`src/hdl/converter_regs.svh`:
```
// Offsets, field positions and reset values of the converter control register
// Notes on behaviour
// - Five-bit level code in bits 20..16
// - Bit 15 enables voltage generation
// - Bit 8 connects level to pin
// - Source 11 selects analog supply rail
// - Source 01 selects external reference pin
// - Source 10 or 00 forces analog ground
// - Unimplemented bits read zero, ignore writes
// - Clear, set, invert aliases at 4/8/C
`ifndef CONVERTER_REGS_SVH
`define CONVERTER_REGS_SVH
`define CTRL_OFFSET 12'h000
`define CLR_OFFSET 12'h004
`define SET_OFFSET 12'h008
`define INV_OFFSET 12'h00C
`define LEVEL_LSB 16
`define LEVEL_MSB 20
`define ENABLE_BIT 15
`define PIN_BIT 8
`define SRC_LSB 0
`define SRC_MSB 1
`define IMPL_MASK 32'h001F_8103
`define CTRL_RESET 32'h0000_0000
`define SRC_SUPPLY 2'b11
`define SRC_EXTREF 2'b01
`endif

```
`src/hdl/converter_pkg.sv`:
```
// Types shared by the converter control logic
`default_nettype none
package converter_pkg;
  typedef struct packed {
    logic [11:0] paddr;
    logic psel;
    logic penable;
    logic pwrite;
    logic [31:0] pwdata;
  } apb_req_t;
  typedef struct packed {
    logic [31:0] prdata;
    logic pready;
    logic pslverr;
  } apb_rsp_t;
  typedef struct packed {
    logic enable;
    logic pin_drive_enable;
    logic sel_supply;
    logic sel_extref;
    logic force_ground;
    logic [4:0] level_code;
  } ladder_ctl_t;
endpackage
`default_nettype wire

```
`src/hdl/ladder_decode.sv`:
```
// Maps control register contents to analog ladder selects
`timescale 1ns/1ns
`default_nettype none
`include "converter_regs.svh"
module ladder_decode
  import converter_pkg::*;
(
  input wire logic [31:0] ctrl_i,
  output var converter_pkg::ladder_ctl_t ladder_o
);
  wire logic [1:0] src = ctrl_i[`SRC_MSB:`SRC_LSB];
  wire logic on = ctrl_i[`ENABLE_BIT];
  assign ladder_o.enable = on;
  assign ladder_o.pin_drive_enable = on & ctrl_i[`PIN_BIT];
  assign ladder_o.sel_supply = on & (src == `SRC_SUPPLY);
  assign ladder_o.sel_extref = on & (src == `SRC_EXTREF);
  assign ladder_o.force_ground = ~((src == `SRC_SUPPLY) | (src == `SRC_EXTREF)) | ~on;
  // level code, zero gives zero volts
  assign ladder_o.level_code = on ? ctrl_i[`LEVEL_MSB:`LEVEL_LSB] : 5'h0;
endmodule
`default_nettype wire

```
`src/hdl/converter_ctrl.sv`:
```
// APB slave holding the converter control register and ladder outputs
`timescale 1ns/1ns
`default_nettype none
`include "converter_regs.svh"
module converter_ctrl
  import converter_pkg::*;
(
  input wire logic clk_i,
  input wire logic rst_n_i,
  input wire converter_pkg::apb_req_t apb_i,
  output var converter_pkg::apb_rsp_t apb_o,
  output var converter_pkg::ladder_ctl_t ladder_o
);
  import converter_pkg::*;

  // ****************************************
  // Transfer phases
  // ****************************************
  // One-hot codes; a stray code falls back to idle
  typedef enum logic [2:0]
  {
    PH_IDLE = 3'b001,
    PH_SETUP = 3'b010,
    PH_ANSWER = 3'b100
  } phase_t;

  // ****************************************
  // Helper functions
  // ****************************************
  // Full compare, so no mirrored words
  function automatic logic addr_hit
  (
    input logic [11:0] addr,
    input logic [11:0] offset
  );
    return addr == offset;
  endfunction

  function automatic logic [31:0] apply_write
  (
    input logic [31:0] cur,
    input logic [31:0] data,
    input logic [3:0] sel
  );
    logic [31:0] result;
    result = cur;
    if (sel[0])
      result = data;
    else if (sel[1])
      result = cur & ~data;
    else if (sel[2])
      result = cur | data;
    else if (sel[3])
      result = cur ^ data;
    return result;
  endfunction

  function automatic logic [31:0] read_view
  (
    input logic [31:0] cur,
    input logic hit
  );
    logic [31:0] view;
    view = 32'h0000_0000;
    if (hit)
      view = cur & `IMPL_MASK;
    return view;
  endfunction

  // ****************************************
  // Registers
  // ****************************************
  phase_t phase_ff;
  phase_t nxt_phase;
  logic [31:0] ctrl_ff;
  logic [31:0] nxt_ctrl;
  logic [31:0] rdata_ff;
  logic [31:0] nxt_rdata;
  logic err_ff;
  logic nxt_err;
  logic ready_ff;
  logic nxt_ready;
  ladder_ctl_t ladder_ff;
  ladder_ctl_t nxt_ladder;

  // ****************************************
  // Bus decode
  // ****************************************
  wire logic setup = apb_i.psel & ~apb_i.penable;
  wire logic access = apb_i.psel & apb_i.penable;
  wire logic hit_ctrl = addr_hit(apb_i.paddr, `CTRL_OFFSET);
  wire logic hit_clr = addr_hit(apb_i.paddr, `CLR_OFFSET);
  wire logic hit_set = addr_hit(apb_i.paddr, `SET_OFFSET);
  wire logic hit_inv = addr_hit(apb_i.paddr, `INV_OFFSET);
  wire logic [3:0] hit_sel = {hit_inv, hit_set, hit_clr, hit_ctrl};
  wire logic mapped = |hit_sel;
  // One wait state: answer follows the first access cycle
  wire logic first_access = access & ~ready_ff;
  wire logic done = access & ready_ff;
  wire logic wr = done & apb_i.pwrite & mapped;
  wire logic [31:0] wd = apb_i.pwdata & `IMPL_MASK;
  wire logic [31:0] ctrl_view;

  assign nxt_ctrl = apply_write(ctrl_ff, wd, hit_sel);
  // Ladder follows the register in the same edge
  assign ctrl_view = wr ? nxt_ctrl : ctrl_ff;
  assign nxt_ready = (nxt_phase == PH_ANSWER);
  // Unmapped words answer with an error, never hang
  assign nxt_err = nxt_ready & ~mapped;
  assign nxt_rdata = (setup | first_access) ? read_view(ctrl_ff, mapped) : 32'h0000_0000;

  ladder_decode u_decode
  (
    .ctrl_i(ctrl_view),
    .ladder_o(nxt_ladder)
  );

  // ****************************************
  // Phase sequencing
  // ****************************************
  always_comb
  begin
    nxt_phase = PH_IDLE;
    unique case (phase_ff)
      PH_IDLE:
      begin
        if (access)
          nxt_phase = PH_ANSWER;
        else if (setup)
          nxt_phase = PH_SETUP;
        else
          nxt_phase = PH_IDLE;
      end
      PH_SETUP:
      begin
        if (access)
          nxt_phase = PH_ANSWER;
        else if (setup)
          nxt_phase = PH_SETUP;
        else
          nxt_phase = PH_IDLE;
      end
      PH_ANSWER:
      begin
        nxt_phase = PH_IDLE;
      end
      default:
      begin
        nxt_phase = PH_IDLE;
      end
    endcase
  end

  // ****************************************
  // Clocked state
  // ****************************************
  always_ff @(posedge clk_i)
  begin
    if (!rst_n_i)
    begin
      phase_ff <= PH_IDLE;
    end
    else
    begin
      phase_ff <= nxt_phase;
    end
  end

  always_ff @(posedge clk_i)
  begin
    if (!rst_n_i)
    begin
      ready_ff <= 1'b0;
    end
    else
    begin
      ready_ff <= nxt_ready;
    end
  end

  always_ff @(posedge clk_i)
  begin
    if (!rst_n_i)
    begin
      err_ff <= 1'b0;
    end
    else
    begin
      err_ff <= nxt_err;
    end
  end

  always_ff @(posedge clk_i)
  begin
    if (!rst_n_i)
    begin
      rdata_ff <= 32'h0000_0000;
    end
    else
    begin
      rdata_ff <= nxt_rdata;
    end
  end

  always_ff @(posedge clk_i)
  begin
    if (!rst_n_i)
    begin
      ctrl_ff <= `CTRL_RESET;
    end
    else if (wr)
    begin
      ctrl_ff <= nxt_ctrl;
    end
  end

  always_ff @(posedge clk_i)
  begin
    if (!rst_n_i)
    begin
      ladder_ff <= '0;
    end
    else
    begin
      ladder_ff <= nxt_ladder;
    end
  end

  // ****************************************
  // Outputs
  // ****************************************
  assign apb_o.prdata = rdata_ff;
  assign apb_o.pready = ready_ff;
  assign apb_o.pslverr = err_ff;
  assign ladder_o = ladder_ff;
endmodule
`default_nettype wire

```
`config.mk`:
```
export PLATFORM = sky130hd
export DESIGN_NAME = converter_ctrl
export DESIGN_NICKNAME = d
export VERILOG_FILES = /design/src/hdl/converter_pkg.sv /design/src/hdl/ladder_decode.sv /design/src/hdl/converter_ctrl.sv
export VERILOG_INCLUDE_DIRS = /design/src /design/src/hdl
export SDC_FILE = /design/constraint.sdc
export NUM_CORES = 1
export LEC_CHECK = 0
export ABC_AREA = 1
export BUFFER_PORTS_ARGS = -buffer_cell sky130_fd_sc_hd__buf_2
export CAP_MARGIN = 40
export CORE_ASPECT_RATIO = 0.9
export CORE_MARGIN = 2
export CORE_UTILIZATION = 43
export DETAILED_ROUTE_END_ITERATION = 10
export PLACE_DENSITY = 0.81
export SLEW_MARGIN = 30
export SYNTH_ARGS = -nofsm -noshare
export SYNTH_HDL_FRONTEND = slang
export SYNTH_SLANG_ARGS = --single-unit
```
`constraint.sdc`:
```
create_clock -name clk_i -period 1.5 [get_ports clk_i]
set_input_delay 0.3 -clock clk_i [delete_from_list [all_inputs] [get_ports clk_i]]
set_output_delay 0.3 -clock clk_i [all_outputs]
set_load 0.1 [all_outputs]
```
==> qor.csv, run 1 <==
stage,metric,value,unit
route,DRT Pass-1 Iters,4,
route,per-cell routed wire length,10.5,um
worst_setup_path,CP max FO,5,
finish,FILL cells,446,
placement,gpl congestion,0.878,
worst_setup_path,reg2reg setup slack,0.09,ns
floorplanning,core footprint,0.00452,mm2
clocking,clk root buf,clkbuf_8,
timing,Final Setup Violations,0,
timing,period utilisation layout,0.943,
finish,design area,0.00255,mm2
synthesis,Syn. warnings,0,
floorplanning,Die W,76.6,um
placement,Post-DP Area,0.00238,mm2
power_and_ir_drop,VDD IR-drop max,422,uV
worst_setup_path,WP data required,1.67,ns
floorplanning,Initial Util,0.451,
placement,HPWL Detailed,3.36,mm
finish,layout cells sized above 1,0.302,
floorplanning,Die Ht,69.3,um
timing,unrepaired setup endpoints after global routing,true,
clocking,H-tree levels,2,
synthesis,post-synthesis sequential area ratio,0.304,
timing,final-report hold violation count,0,
clocking,Max Buffers Root-to-Sink,2,
synthesis,Cell variety after synth,26,
floorplanning,io pins,93,
synthesis,Syn Area/Cell,7.03,um2
finish,nets,424,
route,DR vias/cell,4.50,
route,Vias,1889,
worst_setup_path,capturing point of the worst reg2reg path,ladder_o[1],
worst_setup_path,Crit Path Category,reg -> reg,
clocking,"Clk Latency, worst-skew pair",0.28,ns
worst_setup_path,element type at the critical path end,flip-flop,
timing,worst hold slack,0.200,ns
floorplanning,FP Rows,23,
worst_hold_path,worst hold path stage count,2,
grt,initial antenna violation count,0,
worst_hold_path,worst hold path class,in -> reg,
route,DRC errors left,0,
route,Antenna Nets Post-Route,0,
finish,Antenna Cells,0,
finish,area grow syn2layout,25.0,%
worst_setup_path,crit path DAT,1.59,ns
worst_hold_path,worst hold endpoint,phase_ff[1],
clocking,number of buffers created by CTS,5,
route,final WL,4.42,mm
clocking,total clock sinks,31,
timing,fin. max-slew vios,0,
clocking,"Setup Fix Bufs, Post-CTS",0,
synthesis,Mapped Cells,290,
synthesis,Netlist Area Pre-Place,0.00204,mm2
worst_hold_path,HP Start,apb_i[33],
placement,input/output buffers,46,
grt,pin count of the biggest net entering global routing,12,
finish,most frequent cells in the layout,"nand2_1 (52), nor2_1 (45), buf_2 (45)",
run,Max-Cap Viols,0,
timing,Max Freq,707,MHz
worst_setup_path,R2R cell count,11,
grt,vias in the first global route,1754,
synthesis,register bit total from synthesis,31,
timing,Final Skew,0.00590,ns
grt,Total Routing Usage GR,0.166,
grt,first-pass GRT wire length,7.17,mm
worst_setup_path,startpoint types,flip-flop,
finish,"commonest non-fill, non-tap cell in the layout",nand2_1,
route,initial DRC count,57,
clocking,Worst-path clk slew,0.06,ns
power_and_ir_drop,pwr dens,819,mW/mm2
power_and_ir_drop,Pleak,1.45,nW
clocking,CTS tree,yes,
floorplanning,full die area,0.00531,mm2
worst_setup_path,Reg-to-Reg Start,ctrl_ff[15],
grt,gr ovfl total,0,
outcome,status,completed,
timing,min Tclk post-route,1.41,ns
cells by family (layout without fill, tap and decap cells):
family / Yosys count / after routing / synth area share
simple gates: 153 / 154 / 0.346
other cells: 1 / 23 / 0.00184
compound gates: 16 / 16 / 0.0485
flops: 31 / 31 / 0.304
buf+inv: 71 / 116 / 0.188
fa+ha+maj: 18 / 18 / 0.110
sequential cells by signal, summed over array words and instances (netlist names):
register	count
err_ff	1
ctrl_ff	9
rdata_ff	9
phase_ff	3
ladder_o	9
cell type report:
type,count,area (um2),share of cell area
sequential,31,624,0.245
tap,62,77.6,0.0304
clock inverter,2,35.0,0.0137
clock buffer,6,82.6,0.0324
timing repair buffer,69,418,0.164
inverter,39,146,0.0574
multi-input combinational,211,1160,0.457
worst max-delay path, cell delays in order (launching register included):
cell and delay, ns:
dfxtp_2 0.34, buf_4 0.13, ha_1 0.16, nand3b_1 0.14
nand2_1 0.06, inv_1 0.04, nand2_1 0.06, nand2_1 0.05
nand2_1 0.06, nand2_2 0.08, inv_2 0.12, nor2_1 0.06
routing by layer:
| layer | track usage | vias to the layer above | routed length (um) |
|---|---|---|---|
| met5 | 0 | - | 0 |
| met4 | 0.0626 | 0 | 62 |
| met3 | 0.0677 | 10 | 296 |
| met2 | 0.292 | 56 | 2190 |
| met1 | 0.179 | 844 | 1880 |
| li1 | - | 979 | - |
Yosys cell counts:
library cell | number | area [um2]
a21oi_1 | 5 | 25.0
a21oi_2 | 1 | 8.76
and2_1 | 1 | 6.26
buf_2 | 4 | 20.0
buf_4 | 26 | 195
buf_6 | 2 | 22.5
conb_1 | 1 | 3.75
dfxtp_1 | 31 | 621
ha_1 | 18 | 225
inv_1 | 38 | 143
inv_2 | 1 | 3.75
nand2_1 | 54 | 203
nand2_2 | 5 | 31.3
nand2_4 | 2 | 22.5
nand3_1 | 24 | 120
nand3b_1 | 6 | 45.0
nand4_1 | 2 | 12.5
nor2_1 | 48 | 180
nor2_2 | 6 | 37.5
nor2_4 | 1 | 11.3
nor2_8 | 1 | 20.0
nor3_1 | 2 | 10.0
o21ai_0 | 8 | 40.0
o21ai_2 | 1 | 8.76
o21ai_4 | 1 | 16.3
or2_2 | 1 | 6.26
power breakdown:
| group | total, mW | switching [mW] | internal (mW) |
|---|---|---|---|
| combinational | 0.405 | 0.350 | 0.0549 |
| clock | 0.851 | 0.314 | 0.537 |
| sequential | 0.832 | 0.00261 | 0.830 |
| total | 2.09 | 0.666 | 1.42 |
worst max-delay path by stage:
stage,from,to,depth (start not counted)
after CTS,ctrl_ff[15],ladder_o[1],10
after detailed placement,apb_i[40],ladder_o[4],12
after global placement,apb_i[40],ladder_o[3],13
final,ctrl_ff[15],ladder_o[1],11
after global routing,apb_i[35],ladder_o[7],11
after floorplan,apb_i[35],ctrl_ff[8],10
what timing repair did:
action / in CTS / in global routing
gates resized for setup: 2 / 14
hold buffers: 0 / 0
endpoints found under the setup margin: 6 / 13
pin swaps: 0 / 6
cloned: 0 / 1
per-stage QoR:
| step | TNS [ns] | std cells | power (mW) | setup WS, ns | util |
|---|---|---|---|---|---|
| 3_5_place_dp | -3.94 | 411 | 1.24 | -0.241 | 0.526 |
| 6_report | 0 | 420 | 2.09 | 0.0854 | 0.564 |
| 3_3_place_gp | -3.04 | 411 | 1.24 | -0.178 | 0.526 |
| 2_1_floorplan | 0 | 312 | 1.23 | 0.0483 | - |
| 5_1_grt | -0.00742 | 420 | 2.17 | -0.00550 | 0.564 |
| 4_1_cts | 0 | 419 | 2.10 | 0.0327 | 0.552 |
Note: power is estimated with default switching activity, not from simulation.
==> run 2, diff against run 1 <==
Settings changed: CORE_UTILIZATION 43 to 48, PLACE_DENSITY 0.81 to 0.82, SYNTH_HIERARCHICAL set to 1.
==> run 2 against run 1 <==
Compared with the run above:
- sequential power grew 6.5%
- clock skew shrank 0.0028 ns
- sequential cell count grew 2
- synthesized area grew 8.7%
- synthesized cell count grew 18%
- clock power shrank 12%
- non-clock buffer count grew 13
- combinational power grew 12%
- critical path type is now in -> reg
- largest cell class unchanged
==> qor.csv, run 2 <==
stage,metric,value,unit,change
floorplanning,core footprint,0.00446,mm2,-1.3%
placement,HPWL Detailed,3.62,mm,+7.9%
timing,Final Setup Violations,0,,unchanged
grt,vias in the first global route,1886,,+7.5%
route,DR vias/cell,4.60,,+2.2%
grt,initial antenna violation count,0,,unchanged
synthesis,Mapped Cells,342,,+18%
floorplanning,full die area,0.00517,mm2,-2.5%
route,final WL,5.50,mm,+24%
placement,placed cells,469,,+14%
worst_hold_path,worst hold path class,in -> reg,,
synthesis,Netlist Area Pre-Place,0.00221,mm2,+8.7%
finish,"commonest non-fill, non-tap cell in the layout",nand2_1,,
route,Antenna Nets Post-Route,0,,unchanged
clocking,H-tree levels,2,,unchanged
finish,layout cells sized above 1,0.340,,+0.0380
placement,input/output buffers,46,,unchanged
grt,Total Routing Usage GR,0.211,,+0.0447
clocking,clk root buf,clkbuf_8,,
timing,min Tclk post-route,1.50,ns,+0.0806 ns
worst_setup_path,Crit Path Category,in -> reg,,
grt,pin count of the biggest net entering global routing,17,,+5
floorplanning,FP Rows,23,,unchanged
timing,fin. max-slew vios,0,,unchanged
power_and_ir_drop,pwr dens,687,mW/mm2,-16%
worst_setup_path,startpoint types,input port,,
clocking,CTS tree,yes,,
clocking,number of buffers created by CTS,5,,unchanged
route,Vias,2220,,+18%
worst_setup_path,element type at the critical path end,flip-flop,,
timing,Total Neg Setup Slack,0,ns,unchanged
synthesis,Syn. warnings,6,,+6
placement,gpl congestion,0.811,,-7.7%
grt,first-pass GRT wire length,8.16,mm,+14%
outcome,status,completed,,
timing,unrepaired setup endpoints after global routing,true,,
finish,nets,487,,+15%
finish,Antenna Cells,0,,unchanged
floorplanning,io pins,93,,unchanged
grt,gr ovfl total,0,,unchanged
route,initial DRC count,158,,+180%
timing,Final Skew,0.00314,ns,-0.00276 ns
floorplanning,Die W,75.6,um,-1.3%
run,Max-Cap Viols,0,,unchanged
worst_setup_path,WP data required,1.75,ns,+0.08 ns
power_and_ir_drop,VDD IR-drop max,701,uV,+66%
floorplanning,Initial Util,0.496,,+0.0454
worst_setup_path,CP max FO,8,,+3
floorplanning,Die Ht,68.4,um,-1.3%
synthesis,Syn Area/Cell,6.48,um2,-7.9%
clocking,"Clk Latency, worst-skew pair",0.30,ns,+0.02 ns
timing,period utilisation layout,0.997,,+0.0537
clocking,total clock sinks,33,,+6.5%
route,DRT Pass-1 Iters,4,,unchanged
finish,Non-Filler Instances,483,,+15%
finish,most frequent cells in the layout,"nand2_1 (78), inv_1 (57), buf_2 (42)",,
clocking,Max Buffers Root-to-Sink,2,,unchanged
route,DRC errors left,0,,unchanged
route,per-cell routed wire length,11.4,um,+8.2%
finish,area grow syn2layout,37.3,%,
finish,number of flip-flops under the largest register name,10,,
worst_setup_path,crit path DAT,1.74,ns,+0.15 ns
timing,worst hold slack,0.190,ns,-0.0102 ns
timing,Max Freq,669,MHz,-5.4%
timing,final-report hold violation count,0,,unchanged
clocking,Worst-path clk slew,0.06,ns,about the same
power_and_ir_drop,Pleak,1.84,nW,+27%
[run 2: cell count changes in the layout (fill, tap and decap cells not counted), sizes merged, moves of 2 or more]
cell,delta
a21oi,+4
nand3b,-6
nand3,+3
o21ai,-8
nand2,+34
dfxtp,+2
buf,+13
inv,+21
nor2,+3
[run 2: power breakdown]
group,internal (mW),switching (mW)
registers,0.884,0.00253
logic,0.0738,0.379
clock network,0.414,0.335
[run 2: critical path: stages]
cell	delay, ns
buf_6	0.09
nor2_4	0.09
nand2_2	0.07
nor2_4	0.23
o21ai_4	0.12
nand2_4	0.13
nand2_8	0.09
nor2_2	0.11
nand2_2	0.11
nand2_8	0.12
nand2_4	0.06
nor2_2	0.10
nand2_1	0.05
inv_1	0.05
[run 2: routing by layer]
layer,share of wire,up-vias,track usage
li1,-,1124,-
met2,0.51,73,0.366
met3,0.057,13,0.0530
met1,0.41,1010,0.244
met5,0,-,0
met4,0.022,0,0.0921
[run 2: final cells by class]
| cell class | count | area, um2 |
|---|---|---|
| flip-flops and latches | 33 | 667 |
| well taps | 62 | 77.6 |
| inverters | 60 | 228 |
| clock inverters | 1 | 5.00 |
| clock buffers | 7 | 96.3 |
| repair buffers | 82 | 589 |
| multi-input cells | 238 | 1380 |
| fillers | 355 | 1420 |
[run 2: timing repair]
item | in CTS | in global routing
hold buffers | 0 | 0
resized for setup | 1 | 50
pin swaps | 1 | 23
setup endpoints to repair | 1 | 10
setup buffers | 0 | 5
cloned | 0 | 1
hold endpoints to repair | 0 | 0
[run 2: metrics by stage]
stage	cell area (um2)	total power [mW]	worst slack (ns)	utilization
6_report	3040	2.09	0.00482	0.682
5_1_grt	3040	2.15	-0.128	0.682
4_1_cts	2810	2.06	0.0140	0.629
3_5_place_dp	2700	1.33	-0.294	0.606
3_3_place_gp	2700	1.32	-0.252	0.606
2_1_floorplan	2380	1.31	-0.0658	-
[run 2: final timing paths]
path / from / to / slack, ns / depth (start not counted)
hold reg to reg: ctrl_ff[15] / rdata_ff[15] / 0.48 / 2
hold / removal: apb_i[33] / phase_ff[1] / 0.19 / 2
setup reg to reg: ctrl_ff[0] / ladder_o[7] / 0.03 / 13
setup / recovery: apb_i[43] / ladder_o[7] / 0.005 / 14
